==> src/logic/sofs_regs.svh <==
// Purpose: register offsets, field positions and reset values of the switch output select block
// Assumes: APB with 32-bit data, one aligned word per register
// Notes: definitions only
`ifndef SOFS_REGS_SVH
`define SOFS_REGS_SVH

// =====================================================================
// register byte offsets
`define SOFS_OFF_MODE 12'h000
`define SOFS_OFF_OUT1 12'h004
`define SOFS_OFF_OUT2 12'h008
`define SOFS_OFF_STATUS 12'h00c
`define SOFS_OFF_IRQ_STAT 12'h010
`define SOFS_OFF_IRQ_EN 12'h014
`define SOFS_OFF_IRQ_CLR 12'h018

// =====================================================================
// output config word fields: [2:0] function, [3] polarity, [20:12] alarm enables
`define SOFS_FN_LSB 0
`define SOFS_FN_MSB 2
`define SOFS_POL_BIT 3
`define SOFS_ALM_LSB 12
`define SOFS_ALM_MSB 20

// =====================================================================
// reset values: pulse f / pulse r mode, flow direction select, normally open, no alarms
`define SOFS_MODE_RST 2'h0
`define SOFS_FN_RST 3'h1
`define SOFS_POL_RST 1'b0
`define SOFS_ALM_RST 9'h000

`endif

==> src/logic/sofs_pkg.sv <==
// Purpose: types of the switch output select block
// Assumes: nothing
// Notes: constants live in sofs_regs.svh
package sofs_pkg;

	// output mode combinations of the two switch outputs
	typedef enum logic [1:0] {
		SOFS_PULSE_F_PULSE_R,
		SOFS_PULSE_F_LOGIC,
		SOFS_PULSE_FR_LOGIC,
		SOFS_LOGIC_LOGIC
	} sofs_mode_t;

	// per-output function choice
	typedef enum logic [2:0] {
		SOFS_FN_NONE,
		SOFS_FN_DIRECTION,
		SOFS_FN_ALARM,
		SOFS_FN_RANGE2,
		SOFS_FN_BATCH_END
	} sofs_fn_t;

	// alarm sources: general, min, max, empty pipe, aux pipe, bubble, cond, coating, temp
	typedef logic [8:0] sofs_alarm_t;

	// per-output configuration
	typedef struct packed {
		sofs_alarm_t alarmEn;
		logic normallyClosed;
		sofs_fn_t fn;
	} sofs_out_cfg_t;

	// status from the measuring core
	typedef struct packed {
		logic flowReverse;
		logic range2Active;
		logic fillReached;
		sofs_alarm_t alarms;
	} sofs_core_t;

endpackage : sofs_pkg

==> src/logic/sofs_switch_out.sv <==
// Purpose: function select, polarity and alarm gating of the two switched outputs
// Assumes: core status bits are asynchronous to clk and are synchronised here
// Notes: outputs are contact levels, 1 = contact closed
//
// Overview of operation
// - each output selects none, direction, alarm, second range or batch end.
// - function select acts only when mode is logic on both outputs.
// - direction function shows forward flow one way, reverse the other.
// - alarm function driven by that output's own alarm enables.
// - range function active while second flow range is selected.
// - batch end function active once fill quantity is reached.
// - after reset each function select holds flow direction.
// - each output has own polarity, normally open by default.
// - nine separately settable alarm enables per output.
// - second output identical to first, independent settings.
// - output mode offers four pulse/logic combinations.
`timescale 1ns/1ps
`include "sofs_regs.svh"

module sofs_switch_out
	import sofs_pkg::*;
(
	// clock and reset
	input wire logic clk,
	input wire logic arst_n,
	// apb slave
	input wire logic psel,
	input wire logic penable,
	input wire logic pwrite,
	input wire logic [11:0] paddr,
	input wire logic [31:0] pwdata,
	output logic [31:0] prdata,
	output logic pready,
	output logic pslverr,
	// measuring core status, asynchronous
	input wire logic flowReverse,
	input wire logic range2Active,
	input wire logic fillReached,
	input wire logic [8:0] alarmIn,
	// switch outputs and interrupt
	output logic firstSwitchOutput,
	output logic secondSwitchOutput,
	output logic irq
);

	// =====================================================================
	// helpers

	// active level of one output under its configuration
	function automatic logic sofs_active(input sofs_out_cfg_t cfg, input sofs_core_t st);
		logic act;
		act = 1'b0;
		unique case (cfg.fn)
			SOFS_FN_NONE: act = 1'b0;
			SOFS_FN_DIRECTION: act = st.flowReverse;
			SOFS_FN_ALARM: act = |(cfg.alarmEn & st.alarms);
			SOFS_FN_RANGE2: act = st.range2Active;
			SOFS_FN_BATCH_END: act = st.fillReached;
			default: act = 1'b0; // illegal code acts as no function
		endcase
		return act;
	endfunction : sofs_active

	// packs a config into its register word
	function automatic logic [31:0] sofs_pack(input sofs_out_cfg_t cfg);
		logic [31:0] w;
		w = 32'h0000_0000;
		w[`SOFS_FN_MSB:`SOFS_FN_LSB] = cfg.fn;
		w[`SOFS_POL_BIT] = cfg.normallyClosed;
		w[`SOFS_ALM_MSB:`SOFS_ALM_LSB] = cfg.alarmEn;
		return w;
	endfunction : sofs_pack

	// unpacks a register word, mapping illegal function codes to no function
	function automatic sofs_out_cfg_t sofs_unpack(input logic [31:0] w);
		sofs_out_cfg_t c;
		c.fn = (w[`SOFS_FN_MSB:`SOFS_FN_LSB] > 3'h4) ? SOFS_FN_NONE
			: sofs_fn_t'(w[`SOFS_FN_MSB:`SOFS_FN_LSB]);
		c.normallyClosed = w[`SOFS_POL_BIT];
		c.alarmEn = w[`SOFS_ALM_MSB:`SOFS_ALM_LSB];
		return c;
	endfunction : sofs_unpack

	// =====================================================================
	// input synchronisers

	sofs_core_t coreMeta_reg;
	sofs_core_t core_reg;

	// two flops; only core_reg is read by logic
	always_ff @(posedge clk or negedge arst_n)
	begin
		if (!arst_n)
		begin
			coreMeta_reg <= '0;
			core_reg <= '0;
		end
		else
		begin
			coreMeta_reg <= {flowReverse, range2Active, fillReached, alarmIn};
			core_reg <= coreMeta_reg;
		end
	end

	// =====================================================================
	// apb register file

	sofs_mode_t mode_reg;
	sofs_out_cfg_t cfg1_reg;
	sofs_out_cfg_t cfg2_reg;
	logic [1:0] irqStat_reg;
	logic [1:0] irqEn_reg;
	logic [1:0] irqClr;
	logic apbWrite;
	logic apbRead;

	assign pready = 1'b1; // zero wait state slave
	assign apbWrite = psel && penable && pwrite;
	assign apbRead = psel && penable && !pwrite;

	// unmapped addresses answer with an error
	always_comb
	begin
		unique case (paddr)
			`SOFS_OFF_MODE, `SOFS_OFF_OUT1, `SOFS_OFF_OUT2, `SOFS_OFF_STATUS,
			`SOFS_OFF_IRQ_STAT, `SOFS_OFF_IRQ_EN, `SOFS_OFF_IRQ_CLR: pslverr = 1'b0;
			default: pslverr = psel && penable;
		endcase
	end

	// mode register, resets to pulse/pulse like a factory setup
	always_ff @(posedge clk or negedge arst_n)
	begin
		if (!arst_n)
			mode_reg <= sofs_mode_t'(`SOFS_MODE_RST);
		else if (apbWrite && paddr == `SOFS_OFF_MODE)
			mode_reg <= sofs_mode_t'(pwdata[1:0]);
	end

	// output configurations; both outputs are kept fully independent
	always_ff @(posedge clk or negedge arst_n)
	begin
		if (!arst_n)
		begin
			cfg1_reg <= '{alarmEn: `SOFS_ALM_RST, normallyClosed: `SOFS_POL_RST,
				fn: sofs_fn_t'(`SOFS_FN_RST)};
			cfg2_reg <= '{alarmEn: `SOFS_ALM_RST, normallyClosed: `SOFS_POL_RST,
				fn: sofs_fn_t'(`SOFS_FN_RST)};
		end
		else if (apbWrite)
		begin
			if (paddr == `SOFS_OFF_OUT1)
				cfg1_reg <= sofs_unpack(pwdata);
			if (paddr == `SOFS_OFF_OUT2)
				cfg2_reg <= sofs_unpack(pwdata);
		end
	end

	// =====================================================================
	// output function

	logic logicMode;
	logic act1;
	logic act2;
	logic out1_reg;
	logic out2_reg;

	// select ignored unless both outputs are logic; pulse paths live elsewhere
	assign logicMode = (mode_reg == SOFS_LOGIC_LOGIC);
	assign act1 = logicMode && sofs_active(cfg1_reg, core_reg);
	assign act2 = logicMode && sofs_active(cfg2_reg, core_reg);

	// polarity inverts the resting state: closed contact when inactive if nc
	always_ff @(posedge clk or negedge arst_n)
	begin
		if (!arst_n)
		begin
			out1_reg <= 1'b0;
			out2_reg <= 1'b0;
		end
		else
		begin
			out1_reg <= act1 ^ cfg1_reg.normallyClosed;
			out2_reg <= act2 ^ cfg2_reg.normallyClosed;
		end
	end

	// contacts come straight from flops, so the pins never see combinational hazards
	assign firstSwitchOutput = out1_reg;
	assign secondSwitchOutput = out2_reg;

	// =====================================================================
	// interrupts: bit0/bit1 set on each rise of output activity

	logic act1Prev_reg;
	logic act2Prev_reg;
	logic [1:0] irqSet;

	always_ff @(posedge clk or negedge arst_n)
	begin
		if (!arst_n)
		begin
			act1Prev_reg <= 1'b0;
			act2Prev_reg <= 1'b0;
		end
		else
		begin
			act1Prev_reg <= act1;
			act2Prev_reg <= act2;
		end
	end

	assign irqSet = {act2 && !act2Prev_reg, act1 && !act1Prev_reg};
	assign irqClr = (apbWrite && paddr == `SOFS_OFF_IRQ_CLR) ? pwdata[1:0] : 2'h0;

	// set wins over a clear in the same cycle
	always_ff @(posedge clk or negedge arst_n)
	begin
		if (!arst_n)
			irqStat_reg <= 2'h0;
		else
			irqStat_reg <= (irqStat_reg & ~irqClr) | irqSet;
	end

	// enable register; masking never touches the sticky status,
	// so a masked event is still there when software polls for it
	always_ff @(posedge clk or negedge arst_n)
	begin
		if (!arst_n)
			irqEn_reg <= 2'h0;
		else if (apbWrite && paddr == `SOFS_OFF_IRQ_EN)
			irqEn_reg <= pwdata[1:0];
	end

	// level request, high while any enabled status bit stands
	assign irq = |(irqStat_reg & irqEn_reg);

	// =====================================================================
	// read data, registered so it comes from flops

	logic [31:0] rdNext;

	always_comb
	begin
		rdNext = 32'h0000_0000;
		unique case (paddr)
			`SOFS_OFF_MODE: rdNext = {30'h0, mode_reg};
			`SOFS_OFF_OUT1: rdNext = sofs_pack(cfg1_reg);
			`SOFS_OFF_OUT2: rdNext = sofs_pack(cfg2_reg);
			// status shows the synchronised flags, the same ones the outputs use
			`SOFS_OFF_STATUS: rdNext = {16'h0, act2, act1, out2_reg, out1_reg,
				core_reg};
			`SOFS_OFF_IRQ_STAT: rdNext = {30'h0, irqStat_reg};
			`SOFS_OFF_IRQ_EN: rdNext = {30'h0, irqEn_reg};
			default: rdNext = 32'h0000_0000;
		endcase
	end

	// captured in setup so data stands during the access phase
	always_ff @(posedge clk or negedge arst_n)
	begin
		if (!arst_n)
			prdata <= 32'h0000_0000;
		else if (psel && !penable && !pwrite)
			prdata <= rdNext;
	end

	// =====================================================================
	// checks
	// every check sleeps while reset is low; some also watch apb decodes and combinational terms

	// outputs rest at their polarity whenever the select is not in force
	chk_pass_gated: assert property (@(posedge clk) disable iff (!arst_n)
		(mode_reg != SOFS_LOGIC_LOGIC) |=> (out1_reg == $past(cfg1_reg.normallyClosed)))
		else $error("output moved outside logic mode");
	chk_two_gated: assert property (@(posedge clk) disable iff (!arst_n)
		(mode_reg != SOFS_LOGIC_LOGIC) |=> (out2_reg == $past(cfg2_reg.normallyClosed)))
		else $error("second output moved outside logic mode");
	chk_none_rest: assert property (@(posedge clk) disable iff (!arst_n)
		(cfg1_reg.fn == SOFS_FN_NONE) |=> (out1_reg == $past(cfg1_reg.normallyClosed)))
		else $error("no function output not at rest");
	chk_two_none: assert property (@(posedge clk) disable iff (!arst_n)
		(cfg2_reg.fn == SOFS_FN_NONE) |=> (out2_reg == $past(cfg2_reg.normallyClosed)))
		else $error("second no function output not at rest");

	// each function follows its synchronised core flag one edge later;
	// normally open cases check the bare flag, the others the inverted one
	chk_dir_follow: assert property (@(posedge clk) disable iff (!arst_n)
		(logicMode && cfg1_reg.fn == SOFS_FN_DIRECTION && !cfg1_reg.normallyClosed)
		|=> (out1_reg == $past(core_reg.flowReverse)))
		else $error("direction not shown");
	chk_two_dir: assert property (@(posedge clk) disable iff (!arst_n)
		(logicMode && cfg2_reg.fn == SOFS_FN_DIRECTION)
		|=> (out2_reg == ($past(core_reg.flowReverse) ^ $past(cfg2_reg.normallyClosed))))
		else $error("second direction not shown");
	chk_alarm_any: assert property (@(posedge clk) disable iff (!arst_n)
		(logicMode && cfg2_reg.fn == SOFS_FN_ALARM)
		|=> (out2_reg == ($past(|(cfg2_reg.alarmEn & core_reg.alarms))
			^ $past(cfg2_reg.normallyClosed))))
		else $error("alarm output wrong");
	chk_range_two: assert property (@(posedge clk) disable iff (!arst_n)
		(logicMode && cfg1_reg.fn == SOFS_FN_RANGE2 && !cfg1_reg.normallyClosed)
		|=> (out1_reg == $past(core_reg.range2Active)))
		else $error("range output wrong");
	chk_two_range: assert property (@(posedge clk) disable iff (!arst_n)
		(logicMode && cfg2_reg.fn == SOFS_FN_RANGE2)
		|=> (out2_reg == ($past(core_reg.range2Active) ^ $past(cfg2_reg.normallyClosed))))
		else $error("second range output wrong");
	chk_batch_end: assert property (@(posedge clk) disable iff (!arst_n)
		(logicMode && cfg2_reg.fn == SOFS_FN_BATCH_END && cfg2_reg.normallyClosed)
		|=> (out2_reg == !$past(core_reg.fillReached)))
		else $error("batch end output wrong");
	chk_one_batch: assert property (@(posedge clk) disable iff (!arst_n)
		(logicMode && cfg1_reg.fn == SOFS_FN_BATCH_END && !cfg1_reg.normallyClosed)
		|=> (out1_reg == $past(core_reg.fillReached)))
		else $error("first batch end output wrong");

	// configuration only moves on a write, and illegal codes never land
	chk_fn_legal: assert property (@(posedge clk) disable iff (!arst_n)
		(cfg1_reg.fn <= SOFS_FN_BATCH_END) && (cfg2_reg.fn <= SOFS_FN_BATCH_END))
		else $error("illegal function code stored");
	chk_mode_hold: assert property (@(posedge clk) disable iff (!arst_n)
		!(apbWrite && paddr == `SOFS_OFF_MODE) |=> $stable(mode_reg))
		else $error("mode changed without a write");
	chk_cfg_hold: assert property (@(posedge clk) disable iff (!arst_n)
		!(apbWrite && paddr == `SOFS_OFF_OUT2) |=> $stable(cfg2_reg))
		else $error("second output settings changed without a write");

	// interrupt status: an event always lands, a clear alone empties the bit
	chk_irq_sticky: assert property (@(posedge clk) disable iff (!arst_n) // event kept
		(irqSet[0]) |=> irqStat_reg[0])
		else $error("interrupt event lost");
	chk_irq_clear: assert property (@(posedge clk) disable iff (!arst_n) // write one clears
		(irqClr[0] && !irqSet[0]) |=> !irqStat_reg[0])
		else $error("interrupt clear ignored");

	// read data in the access phase is what stood at the setup edge,
	// which is why prdata is captured early rather than in the access phase
	chk_read_data: assert property (@(posedge clk) disable iff (!arst_n) // read path
		apbRead |-> (prdata == $past(rdNext)))
		else $error("read data not from setup phase");

endmodule : sofs_switch_out

==> config.mk <==
export PLATFORM = sky130hd
export DESIGN_NAME = sofs_switch_out
export DESIGN_NICKNAME = d
export VERILOG_FILES = /design/src/logic/sofs_pkg.sv /design/src/logic/sofs_switch_out.sv
export VERILOG_INCLUDE_DIRS = /design/src /design/src/logic
export SDC_FILE = /design/constraint.sdc
export NUM_CORES = 1
export LEC_CHECK = 0
export ABC_AREA = 1
export BUFFER_PORTS_ARGS = -buffer_cell sky130_fd_sc_hd__buf_2
export CAP_MARGIN = 10
export CORE_ASPECT_RATIO = 0.75
export CORE_MARGIN = 10
export CORE_UTILIZATION = 35
export CTS_BUF_LIST = sky130_fd_sc_hd__clkbuf_4 sky130_fd_sc_hd__clkbuf_8
export CTS_CLUSTER_DIAMETER = 120
export CTS_CLUSTER_SIZE = 30
export DETAILED_ROUTE_END_ITERATION = 8
export GPL_TIMING_DRIVEN = 0
export MAX_ROUTING_LAYER = met4
export PLACE_DENSITY = 0.56
export SLEW_MARGIN = 10
export SYNTH_ARGS = -nofsm -noshare
export SYNTH_HDL_FRONTEND = slang
export SYNTH_SLANG_ARGS = --single-unit
==> constraint.sdc <==
create_clock -name clk -period 2.75 [get_ports clk]
set_input_delay 0.1375 -clock clk [delete_from_list [all_inputs] [get_ports clk]]
set_output_delay 0.1375 -clock clk [all_outputs]
set_load 0.01 [all_outputs]
Word-level counts from Yosys, hierarchy flattened
Index checks and enable logic that the tools add are counted.

word-level totals
  register bits after elaboration = 92
  latch bits = 0
  memory bits (writable) = 0
  bits in read-only memories = 0
  bits of input ports = 61
  logic and storage cells = 74
  memories = 0

operators by class
  add/subtract/negate cells = 0
  multiply operators = 0
  divide/modulo/power cells = 0
  magnitude comparators = 1
  eq/ne operators = 15
  shift operators = 0
  muxes and demuxes = 6
  bitwise gates (word level) = 8
  reductions and logical operators = 22

operators with widths
  cell                 number
  $pmux 21 s6          1
  $eq 12x5->1 const B  3
  $eq 12x4->1 const B  2
  $and 9x9->9          2
  $reduce_or 9->1      2
  $eq 12x3->1 const B  1
  $eq 3x2->1 const B   4
  $logic_not 12->1     1
  $logic_and 1x1->1    11
  $pmux 1 s4           2
  $reduce_or 7->1      1
  $eq 3x1->1 const B   2
  $eq 3x3->1 const B   2
  $and 2x2->2          2
  $logic_not 1->1      4
  $reduce_and 2->1     2
  $gt 3x3->1 const B   1
  $mux 3               1
  $eq 2x2->1 const B   1
  $mux 2               1
  $not 2->2            1
  $or 2x2->2           1
  $reduce_or 2->1      1
  $xor 1x1->1          2
  $mux 1               1

Logic depth before layout (Yosys ltp)
Gate-level depths: netlist (run 1).

  depth in word-level cells = 7
  gate-level depth with buffers = 11

Least setup slack after synthesis (run 1)
Ideal clock, no wire load.

  path kind = input-to-reg
  start point = input paddr[9]
  end point = register cfg2_reg[9] (netlist bit)
  library setup time = 0.117 ns
  arrival time = 1.029 ns
  data required time = 2.633 ns
  slack = 1.604 ns
  stages on the path = 9
  cells stage by stage = nor2_1 > nand2_1 > nor2_4 > inv_2 > nor2_8 > nand2_4 > buf_6 > nand2_1 > o21ai_2

on the way
  cells in the longest elaborated chain, start to end = 2

RTL lines
  item                               RTL line                RTL
  start: declaration                 sofs_switch_out.sv:30   input wire logic [11:0] paddr,
  $eq 12x4->1                        -
  $reduce_and 2->1 (no source line)  -
  end signal: assignment             sofs_switch_out.sv:147  cfg2_reg <= '{alarmEn: `SOFS_ALM_RST, normallyClosed: `SOFS_POL_RST,
  end signal: assignment             sofs_switch_out.sv:155  cfg2_reg <= sofs_unpack(pwdata);
  end: declaration                   sofs_switch_out.sv:110  sofs_out_cfg_t cfg2_reg;

Every way passes these cells.
A chain may end at the register's enable or synchronous reset.

Worst setup path after layout (run 1)
  start point = register core_reg[8] (netlist bit)
  end point = register irqStat_reg[0]

on the way
  cells in the longest elaborated chain, start to end = 6

RTL lines
  item                      RTL line                RTL
  start: declaration        sofs_switch_out.sv:88   sofs_core_t core_reg;
  start signal: assignment  sofs_switch_out.sv:101  core_reg <= coreMeta_reg;
  $and 9x9->9               sofs_switch_out.sv:56   SOFS_FN_ALARM: act = |(cfg.alarmEn & st.alarms);
  $reduce_or 9->1           sofs_switch_out.sv:56
  $pmux 1 s4                sofs_switch_out.sv:53   unique case (cfg.fn)
  $logic_and 1x1->1         sofs_switch_out.sv:170  assign act1 = logicMode && sofs_active(cfg1_reg, core_reg);
  $logic_and 1x1->1         sofs_switch_out.sv:213  assign irqSet = {act2 && !act2Prev_reg, act1 && !act1Prev_reg};
  $or 2x2->2                sofs_switch_out.sv:222  irqStat_reg <= (irqStat_reg & ~irqClr) | irqSet;
  end signal: assignment    sofs_switch_out.sv:222
  end: declaration          sofs_switch_out.sv:111  logic [1:0] irqStat_reg;

Every way passes these cells.

==> impl_table.tex, run 1 <==
\begin{tabular}{lr}
\hline
Metric & Value \\
\hline
\multicolumn{2}{l}{\textbf{Run status}} \\
\quad Outcome & finished, final reports clean \\
\multicolumn{2}{l}{\textbf{Timing}} \\
\quad Max frequency & 763.3 MHz \\
\quad Max-slew violation count & 0 \\
\quad Setup repair after global routing missed its margin & false \\
\quad Final worst path period share & 0.4764 \\
\quad Hold Fails Final Rpt & 0 \\
\quad Minimum period implied by the final worst setup slack & 1.310 ns \\
\quad Clk\_skew & 0.01137 ns \\
\quad Number of endpoints failing setup at the final stage & 0 \\
\quad Worst-case setup margin in the final layout & 1.440 ns \\
\quad Transition time at the pin with the least slew margin & 0.6638 ns \\
\quad Setup\_tns & 0 ns \\
\quad Worst slew margin & 0.5575 \\
\quad Post-Route Hold Slack & 0.04336 ns \\
\multicolumn{2}{l}{\textbf{Clock network}} \\
\quad Number of gates given a new drive strength after cts & 0 \\
\quad Cell chosen for the clock root & clkbuf\_8 \\
\quad Clock insertion delay at the later pin of the skew report & 0.36 ns \\
\quad Max clock buf depth & 2 \\
\quad Reg clk slew, reported paths & 0.08 ns \\
\quad Clk sinks & 81 \\
\quad Number of buffers created by CTS & 9 \\
\quad CTS tree & done \\
\quad H-tree levels & 3 \\
\multicolumn{2}{l}{\textbf{Route}} \\
\quad Average wire per cell in the routed design & 14.46 um \\
\quad Antenna violation net count after detailed routing & 0 \\
\quad Drt first-iter violations & 182 \\
\quad Vias per cell & 4.551 \\
\quad Total DRC errors in the routed layout & 0 \\
\quad Total routed wirelength & 9573 um \\
\quad Number of iterations in the first detailed-routing pass & 5 \\
\quad Total vias in the final route & 3013 \\
\multicolumn{2}{l}{\textbf{Pwr}} \\
\quad Power density of the placed cells & 491.3 mW/mm2 \\
\quad Clock network fraction of design power & 0.390 \\
\quad Cell internal power dissipation & 1724 uW \\
\quad Switching power total & 518.8 uW \\
\quad Seq pwr share & 0.546 \\
\quad Total power draw & 2242 uW \\
\quad Switching share of total power & 0.2314 \\
\quad Worst voltage drop across the vdd grid & 0.3068 mV \\
\quad Leakage power & 0.002492 uW \\
\quad Proportion of power drawn by combinational gates & 0.064 \\
\multicolumn{2}{l}{\textbf{Finish}} \\
\quad Number of flip-flops under the largest register name & 21 \\
\quad Post-route design area & 0.004564 mm2 \\
\quad Number of diodes & 0 \\
\quad Fraction of final layout cells with drive strength greater than 1 & 0.2567 \\
\quad Layout area overhead & 24.25\% \\
\quad Nets@finish & 582 \\
\multicolumn{2}{l}{\textbf{Setup path}} \\
\quad Cell chain of the critical path & nand2\_1, nand2\_1, nor2\_1, nand2\_1, nand2\_1, nand3\_1, nand3b\_1, nand2\_1 \\
\quad Startpoint type of the worst setup path & flip-flop \\
\quad Crit path arrival time & 1.56 ns \\
\quad Cell with the largest stage delay on the worst path & dfrtp\_1 \\
\quad Critical path endpoint category & flip-flop \\
\quad Crit path buffers/inverters & 0 \\
\quad Required time of the critical path & 3.00 ns \\
\quad Top delay family on crit path & simple AND/OR/NAND/NOR gates \\
\quad Kind of critical path & flip-flop to flip-flop \\
\quad CP max stage delay & 0.41 ns \\
\quad Most numerous cell on the critical path & nand2\_1 \\
\quad Largest fanout on the critical path & 4 \\
\multicolumn{2}{l}{\textbf{Floorplanning}} \\
\quad Starting density of the core & 0.3584 \\
\quad IO Count & 98 \\
\quad Chip Height & 108.7 um \\
\quad Standard cell core area & 0.01025 mm2 \\
\quad Die outline area & 0.01504 mm2 \\
\quad Die outline width & 138.3 um \\
\quad Number of placement rows & 32 \\
\multicolumn{2}{l}{\textbf{Global route}} \\
\quad Met1 routing resource usage after global routing & 0.1835 \\
\quad Antenna violations before repair & 0 \\
\quad First-pass GRT wire length & 15640 um \\
\quad Maximum number of pins on one net before global-route repair & 45 \\
\quad Met3 capacity usage during global routing & 0.04127 \\
\quad GR Util All Layers & 0.1340 \\
\quad Vias in the first global route & 3007 \\
\quad Global route total overflow & 0 \\
\quad Most used routing layer & met2 \\
\quad Met2 demand-to-capacity share in global routing & 0.1885 \\
\multicolumn{2}{l}{\textbf{Yosys}} \\
\quad Number of synthesis warnings & 0 \\
\quad Cell area after technology mapping & 0.003674 mm2 \\
\quad Synthesized netlist cell count & 420 \\
\quad Syn avg cell area & 8.746 um2 \\
\quad Proportion of synthesized chip area in sequential cells & 0.5525 \\
\quad Number of distinct standard cells referenced by the synthesized netlist & 29 \\
\quad Number of synthesized register bits & 81 \\
\multicolumn{2}{l}{\textbf{Worst hold path}} \\
\quad Class of the worst hold path & input port to flip-flop \\
\multicolumn{2}{l}{\textbf{Placement}} \\
\quad Placed Instance Area & 0.004234 mm2 \\
\quad Final Wtd Congestion & 0.9016 \\
\quad Worst setup slack after placement & 1.173 ns \\
\quad IO Port Bufs & 66 \\
\quad Dpl hpwl & 7294 um \\
\multicolumn{2}{l}{\textbf{Job}} \\
\quad \# Max-Cap Violations & 0 \\
\hline
\end{tabular}
tightest hold or removal path: cells and delay by family:
kind,cells,cell delay [ns]
AO/OA/AOI/OAI,1,0.07
buffers and inverters,2,0.15
final timing paths:
check                           startpoint              to  slack, ns  depth (start not counted)
setup / recovery               core_reg[8]  irqStat_reg[0]       1.44                          8
max in group asynchronous           arst_n     cfg2_reg[0]       1.81                          3
hold / removal                  pwdata[19]    cfg2_reg[11]       0.04                          3
hold reg to reg            coreMeta_reg[5]     core_reg[5]       0.34                          0
setup reg to reg               core_reg[8]  irqStat_reg[0]       1.44                          8
min in group asynchronous           arst_n      prdata[12]       0.28                          2
stage by stage:
step | utilization | std cells
after CTS | 0.4453 | 662
after floorplan | - | 430
after global placement | 0.4109 | 632
after global routing | 0.4453 | 662
final | 0.4453 | 662
after detailed placement | 0.4131 | 633
timing repair:
action                    4_1_cts  5_1_grt
setup buffers                   0        0
hold endpoints to repair       49        0
hold buffers                   13        0
synthesized netlist by cell type:
| cell type | number | area [um2] |
|---|---|---|
| buf_6 | 5 | 56.30 |
| nor3b_1 | 3 | 22.52 |
| buf_2 | 3 | 15.01 |
| conb_1 | 2 | 7.510 |
| nor3_2 | 1 | 10.01 |
| o21ai_0 | 15 | 75.07 |
| nand3_1 | 28 | 140.1 |
| nor2_1 | 21 | 78.83 |
| nor2_4 | 3 | 33.78 |
| nand2_4 | 2 | 22.52 |
| a22o_1 | 1 | 8.760 |
| nand3b_1 | 6 | 45.04 |
| nand3_2 | 1 | 10.01 |
| o21ai_1 | 17 | 85.08 |
| a21boi_0 | 2 | 15.01 |
| clkbuf_1 | 2 | 7.510 |
| dfstp_2 | 2 | 52.55 |
| buf_4 | 12 | 90.09 |
| nand2_2 | 2 | 12.51 |
| or2_2 | 2 | 12.51 |
| nand4_1 | 3 | 18.77 |
| inv_1 | 35 | 131.4 |
| inv_2 | 2 | 7.510 |
| nor2_8 | 1 | 20.02 |
| dfrtp_1 | 79 | 1977 |
| nand2_1 | 154 | 578.1 |
| nor2_2 | 4 | 25.02 |
| o21ai_2 | 4 | 35.03 |
| a22o_2 | 8 | 80.08 |
final cells by class:
cell class              instances  area (um2)
clock buffers                  11       145.1
clock inverters                 5       55.05
well taps                     136       170.2
plain buffers                  22       168.9
inverters                      37       138.9
repair buffers                 80       483.0
flip-flops and latches         81        2029
fillers                      1062        5685
multi-input cells             290        1374
kinds of logic (layout without fill, tap and decap cells):
| logic type | Yosys count | count (layout) | share of synthesized area |
|---|---|---|---|
| other | 2 | 12 | 0.002044 |
| and+or+nand+nor | 231 | 231 | 0.2803 |
| DFF | 81 | 81 | 0.5525 |
| buffers and inverters | 59 | 155 | 0.08379 |
| AOI/OAI and AO/OA | 47 | 47 | 0.08140 |
per-layer routing:
layer / part of all wire / up-vias
met5: 0 / -
met4: 0.010 / 0
met3: 0.056 / 12
met2: 0.42 / 88
met1: 0.52 / 1415
li1: - / 1498
cells in the final DEF, fill, tap and decap left out:
cell / n
nand2_1: 154
dfrtp_1: 79
buf_2: 68
inv_1: 35
nand3_1: 28
nor2_1: 21
o21ai_1: 17
o21ai_0: 15
buf_4: 13
dlygate4sd3_1: 13
conb_1: 12
clkbuf_8: 10
a22o_2: 8
nand3b_1: 6
buf_6: 5
nor2_2: 4
o21ai_2: 4
nor3b_1: 3
nor2_4: 3
nand4_1: 3
or2_2: 2
nand2_2: 2
clkbuf_1: 2
inv_2: 2
nand2_4: 2
a21boi_0: 2
dfstp_2: 2
clkinv_2: 2
clkinvlp_4: 2
a22o_1: 1
nor3_2: 1
nor2_8: 1
nand3_2: 1
bufinv_16: 1
clkbuf_4: 1
buf_12: 1
power groups by stage:
stage	Clock (uW)	Sequential [uW]	Combinational, uW
after floorplan	0	1240	55.3
after global placement	0	1250	125
after detailed placement	0	1250	132
after CTS	900	1220	146
after global routing	949	1230	164
final	875	1220	144
(Power assumes the default switching activity.)
==> inputs of run 2 (changes only) <==
--- a/config.mk
+++ b/config.mk
@@ -6,7 +6,7 @@
 export SDC_FILE = /design/constraint.sdc
 export NUM_CORES = 1
 export LEC_CHECK = 0
-export ABC_AREA = 1
+export ABC_AREA = 0
 export BUFFER_PORTS_ARGS = -buffer_cell sky130_fd_sc_hd__buf_2
 export CAP_MARGIN = 10
 export CORE_ASPECT_RATIO = 0.75
@@ -18,7 +18,7 @@
 export DETAILED_ROUTE_END_ITERATION = 8
 export GPL_TIMING_DRIVEN = 0
 export MAX_ROUTING_LAYER = met4
-export PLACE_DENSITY = 0.56
+export PLACE_DENSITY = 0.59
 export SLEW_MARGIN = 10
 export SYNTH_ARGS = -nofsm -noshare
 export SYNTH_HDL_FRONTEND = slang
==> constraint.sdc (replaced) <==
create_clock -name clk -period 1.2 [get_ports clk]
set_input_delay 0.06 -clock clk [delete_from_list [all_inputs] [get_ports clk]]
set_output_delay 0.06 -clock clk [all_outputs]
set_load 0.01 [all_outputs]
==> run 2 against run 1 <==
- the flow now finishes with violations (negative setup slack)
- final area rose by 12%
- count of clock-buffer cells in the layout fell by 1
- non-clock buffer count rose by 34
- flip-flop and latch count did not move
- die area fell by 4.2%
- clock power rose by 140%
- synthesized area fell by 5.0%
- combinational power rose to 3.0 times the previous value
- highest routed layer unchanged
- register-to-register slack got worse by 1.8 ns
- critical path depth fell by 3
- cell count fell by 18%
==> impl_table.tex, run 2 <==
\begin{tabular}{lr}
\hline
Metric & Value \\
\hline
\multicolumn{2}{l}{\textbf{Pwr}} \\
\quad Proportion of power drawn by combinational gates & 0.083 \\
\quad Switching share of total power & 0.2438 \\
\quad Cell internal power dissipation & 4022 uW \\
\quad Switching power total & 1297 uW \\
\quad Worst voltage drop across the vdd grid & 0.9827 mV \\
\quad Seq pwr share & 0.526 \\
\quad Power density of the placed cells & 1042 mW/mm2 \\
\quad Clock network fraction of design power & 0.391 \\
\quad Leakage power & 0.002420 uW \\
\multicolumn{2}{l}{\textbf{Clock network}} \\
\quad Reg clk slew, reported paths & 0.08 ns \\
\quad Clk sinks & 81 \\
\quad Number of buffers created by CTS & 9 \\
\quad CTS tree & done \\
\quad H-tree levels & 3 \\
\quad Clock insertion delay at the later pin of the skew report & 0.36 ns \\
\quad Max clock buf depth & 2 \\
\quad Cell chosen for the clock root & clkbuf\_8 \\
\multicolumn{2}{l}{\textbf{Setup path}} \\
\quad Most numerous cell on the critical path & or4\_4 \\
\quad Crit path buffers/inverters & 1 \\
\quad CP max stage delay & 0.56 ns \\
\quad Top delay family on crit path & simple AND/OR/NAND/NOR gates \\
\quad Largest fanout on the critical path & 2 \\
\quad RR Endpoint & firstSwitchOutput \\
\quad Startpoint type of the worst setup path & input port \\
\quad Critical path endpoint category & flip-flop \\
\quad Path depth of the worst reg2reg path & 6 \\
\quad Crit path arrival time & 1.92 ns \\
\quad Cell with the largest stage delay on the worst path & or4\_4 \\
\quad Flop-to-flop setup slack & -0.39 ns \\
\quad Cell chain of the critical path & buf\_6, or4\_4, or4\_4, or3\_4, mux2\_4 \\
\quad Required time of the critical path & 1.44 ns \\
\quad Kind of critical path & input port to flip-flop \\
\quad Reg-to-Reg Start & cfg1\_reg[1] \\
\multicolumn{2}{l}{\textbf{Route}} \\
\quad Total routed wirelength & 10130 um \\
\quad Antenna violation net count after detailed routing & 0 \\
\quad Number of iterations in the first detailed-routing pass & 4 \\
\quad Total vias in the final route & 2707 \\
\quad Drt first-iter violations & 174 \\
\quad Vias per cell & 4.976 \\
\quad Average wire per cell in the routed design & 18.62 um \\
\quad Total DRC errors in the routed layout & 0 \\
\multicolumn{2}{l}{\textbf{Timing}} \\
\quad Final worst path period share & 1.394 \\
\quad Clk\_skew & 0.01190 ns \\
\quad Post-Route Hold Slack & 0.03070 ns \\
\quad Setup repair after global routing missed its margin & true \\
\quad Worst-case setup margin in the final layout & -0.4725 ns \\
\quad Max frequency & 597.9 MHz \\
\quad Worst slew margin & 0.6495 \\
\quad Hold Fails Final Rpt & 0 \\
\quad Minimum period implied by the final worst setup slack & 1.673 ns \\
\quad Number of endpoints failing setup at the final stage & 40 \\
\quad Transition time at the pin with the least slew margin & 0.5257 ns \\
\quad Max-slew violation count & 0 \\
\multicolumn{2}{l}{\textbf{Floorplanning}} \\
\quad Standard cell core area & 0.009697 mm2 \\
\quad Chip Height & 106.5 um \\
\quad Die outline area & 0.01441 mm2 \\
\quad Starting density of the core & 0.3599 \\
\quad IO Count & 98 \\
\quad Number of placement rows & 31 \\
\quad Die outline width & 135.3 um \\
\multicolumn{2}{l}{\textbf{Worst hold path}} \\
\quad Min-delay src & pwdata[1] \\
\quad Class of the worst hold path & input port to flip-flop \\
\quad Hold depth & 2 \\
\quad Endpoint with the worst hold slack & irqEn\_reg[1] \\
\multicolumn{2}{l}{\textbf{Yosys}} \\
\quad Fraction of post-synthesis cell area in the top cell type by area & 0.5665 \\
\quad Post-synth ARST share & 1.000 \\
\quad Most frequently used flop master after synthesis & dfrtp\_1 \\
\quad Most frequent cell after synthesis & dfrtp\_1 \\
\quad Number of distinct standard cells referenced by the synthesized netlist & 48 \\
\quad Cell type with the largest total area after synthesis & dfrtp\_1 \\
\quad EDFF count, synth & 0 \\
\quad Syn avg cell area & 12.88 um2 \\
\quad Proportion of synthesized chip area in sequential cells & 0.5816 \\
\quad Synthesized netlist cell count & 271 \\
\quad Commonest cells in the netlist & dfrtp\_1 (79), mux2\_2 (24), a22oi\_1 (13), buf\_4 (13), nand2\_1 (12) \\
\quad Number of synthesis warnings & 0 \\
\quad Top post-synthesis cells by area & dfrtp\_1 (57\%), mux2\_2 (7.7\%), mux2\_1 (3.2\%), a22oi\_1 (2.8\%), buf\_4 (2.8\%) \\
\quad Cell area after technology mapping & 0.003490 mm2 \\
\quad Number of synthesized register bits & 81 \\
\multicolumn{2}{l}{\textbf{Finish}} \\
\quad Fraction of final layout cells with drive strength greater than 1 & 0.4903 \\
\quad Commonest non-fill, non-tap cell in the layout & dfrtp\_1 \\
\quad Top library cells by usage in the layout, fill and taps aside & dfrtp\_1 (76), buf\_2 (64), mux2\_4 (31) \\
\quad Number of diodes & 0 \\
\quad Number of flip-flops under the largest register name & 21 \\
\quad Layout area overhead & 46.29\% \\
\quad Layout filler cell count & 855 \\
\quad Post-route design area & 0.005105 mm2 \\
\quad Nets@finish & 468 \\
\multicolumn{2}{l}{\textbf{Placement}} \\
\quad Dpl hpwl & 7122 um \\
\quad IO Port Bufs & 66 \\
\quad Placed Instance Area & 0.004290 mm2 \\
\quad Worst setup slack after placement & -0.9769 ns \\
\quad Final Wtd Congestion & 0.8200 \\
\multicolumn{2}{l}{\textbf{Run status}} \\
\quad Violated checks & negative setup slack \\
\quad Outcome & finished, violations left \\
\multicolumn{2}{l}{\textbf{Global route}} \\
\quad Global route total overflow & 0 \\
\quad Vias in the first global route & 2896 \\
\quad Maximum number of pins on one net before global-route repair & 58 \\
\quad First-pass GRT wire length & 15920 um \\
\quad Antenna violations before repair & 0 \\
\quad GR Util All Layers & 0.1470 \\
\multicolumn{2}{l}{\textbf{Job}} \\
\quad \# Max-Cap Violations & 0 \\
\hline
\end{tabular}
run 2: cell count changes after synthesis, sizes merged, moves of 7 or more:
cell | before | now
inv | 37 | 3
nand3 | 29 | 3
nor2 | 29 | 6
a22oi | 0 | 13
o21ai | 36 | 8
mux2 | 0 | 36
nor4 | 0 | 8
nor3 | 1 | 8
nand2 | 158 | 12
run 2: cells by family after synthesis:
kind of cell    share of synthesized area
other cells                      0.002152
simple gates                       0.1223
mux                                0.1276
xor+xnor                         0.005021
buf+inv                           0.04016
flops                              0.5816
compound gates                     0.1212
run 2: what timing repair did:
action,4_1_cts,5_1_grt
hold buffers,24,0
gates cloned,2,0
setup buffers,19,5
endpoints found under the hold margin,114,0
endpoints found under the setup margin,54,51
pin swaps,11,10
gates resized for setup,34,20
run 2: routing by layer:
| metal | wire [um] | vias up | global-route usage |
|---|---|---|---|
| li1 | - | 1266 | - |
| met1 | 4710 | 1353 | 0.1873 |
| met5 | 0 | - | - |
| met4 | 89 | 0 | 0.03604 |
| met2 | 4694 | 80 | 0.2161 |
| met3 | 634 | 8 | 0.05503 |
run 2: how the worst max path moves through the flow:
| stage | from | end | depth (start not counted) | slack [ns] |
|---|---|---|---|---|
| floorplan | paddr[9] | mode_reg[0] | 4 | -0.71 |
| global placement | paddr[9] | cfg2_reg[10] | 6 | -0.98 |
| detailed placement | paddr[9] | cfg2_reg[10] | 6 | -0.98 |
| CTS | paddr[10] | cfg2_reg[7] | 7 | -0.50 |
| global route | core_reg[5] | firstSwitchOutput | 5 | -0.47 |
| finish | paddr[10] | mode_reg[0] | 5 | -0.47 |
run 2: area by class of cell:
class	count	area, um2	share of cell area
buffer	20	166.4	0.03260
clock buffer	10	137.6	0.02696
clock inverter	6	73.82	0.01446
inverter	3	11.26	0.002206
multi-input combinational	176	1667	0.3265
sequential	81	2033	0.3983
tap	132	165.2	0.03235
timing repair buffer	116	850.8	0.1667
run 2: power groups by stage:
| stage | combinational, uW | sequential [uW] | clock [uW] |
|---|---|---|---|
| after floorplan | 145 | 2840 | 0 |
| after global placement | 319 | 2850 | 0 |
| after detailed placement | 335 | 2850 | 0 |
| after CTS | 414 | 2800 | 2130 |
| after global routing | 482 | 2800 | 2260 |
| final | 439 | 2800 | 2080 |
run 2: metrics by stage:
| step | power (uW) | instances | utilization | TNS (ns) |
|---|---|---|---|---|
| floorplan | 2986 | 281 | - | -17.92 |
| global placement | 3170 | 479 | 0.4394 | -79.49 |
| detailed placement | 3188 | 480 | 0.4425 | -39.50 |
| CTS | 5348 | 541 | 0.5196 | -13.92 |
| global route | 5542 | 544 | 0.5265 | -12.32 |
| finish | 5320 | 544 | 0.5265 | -10.95 |
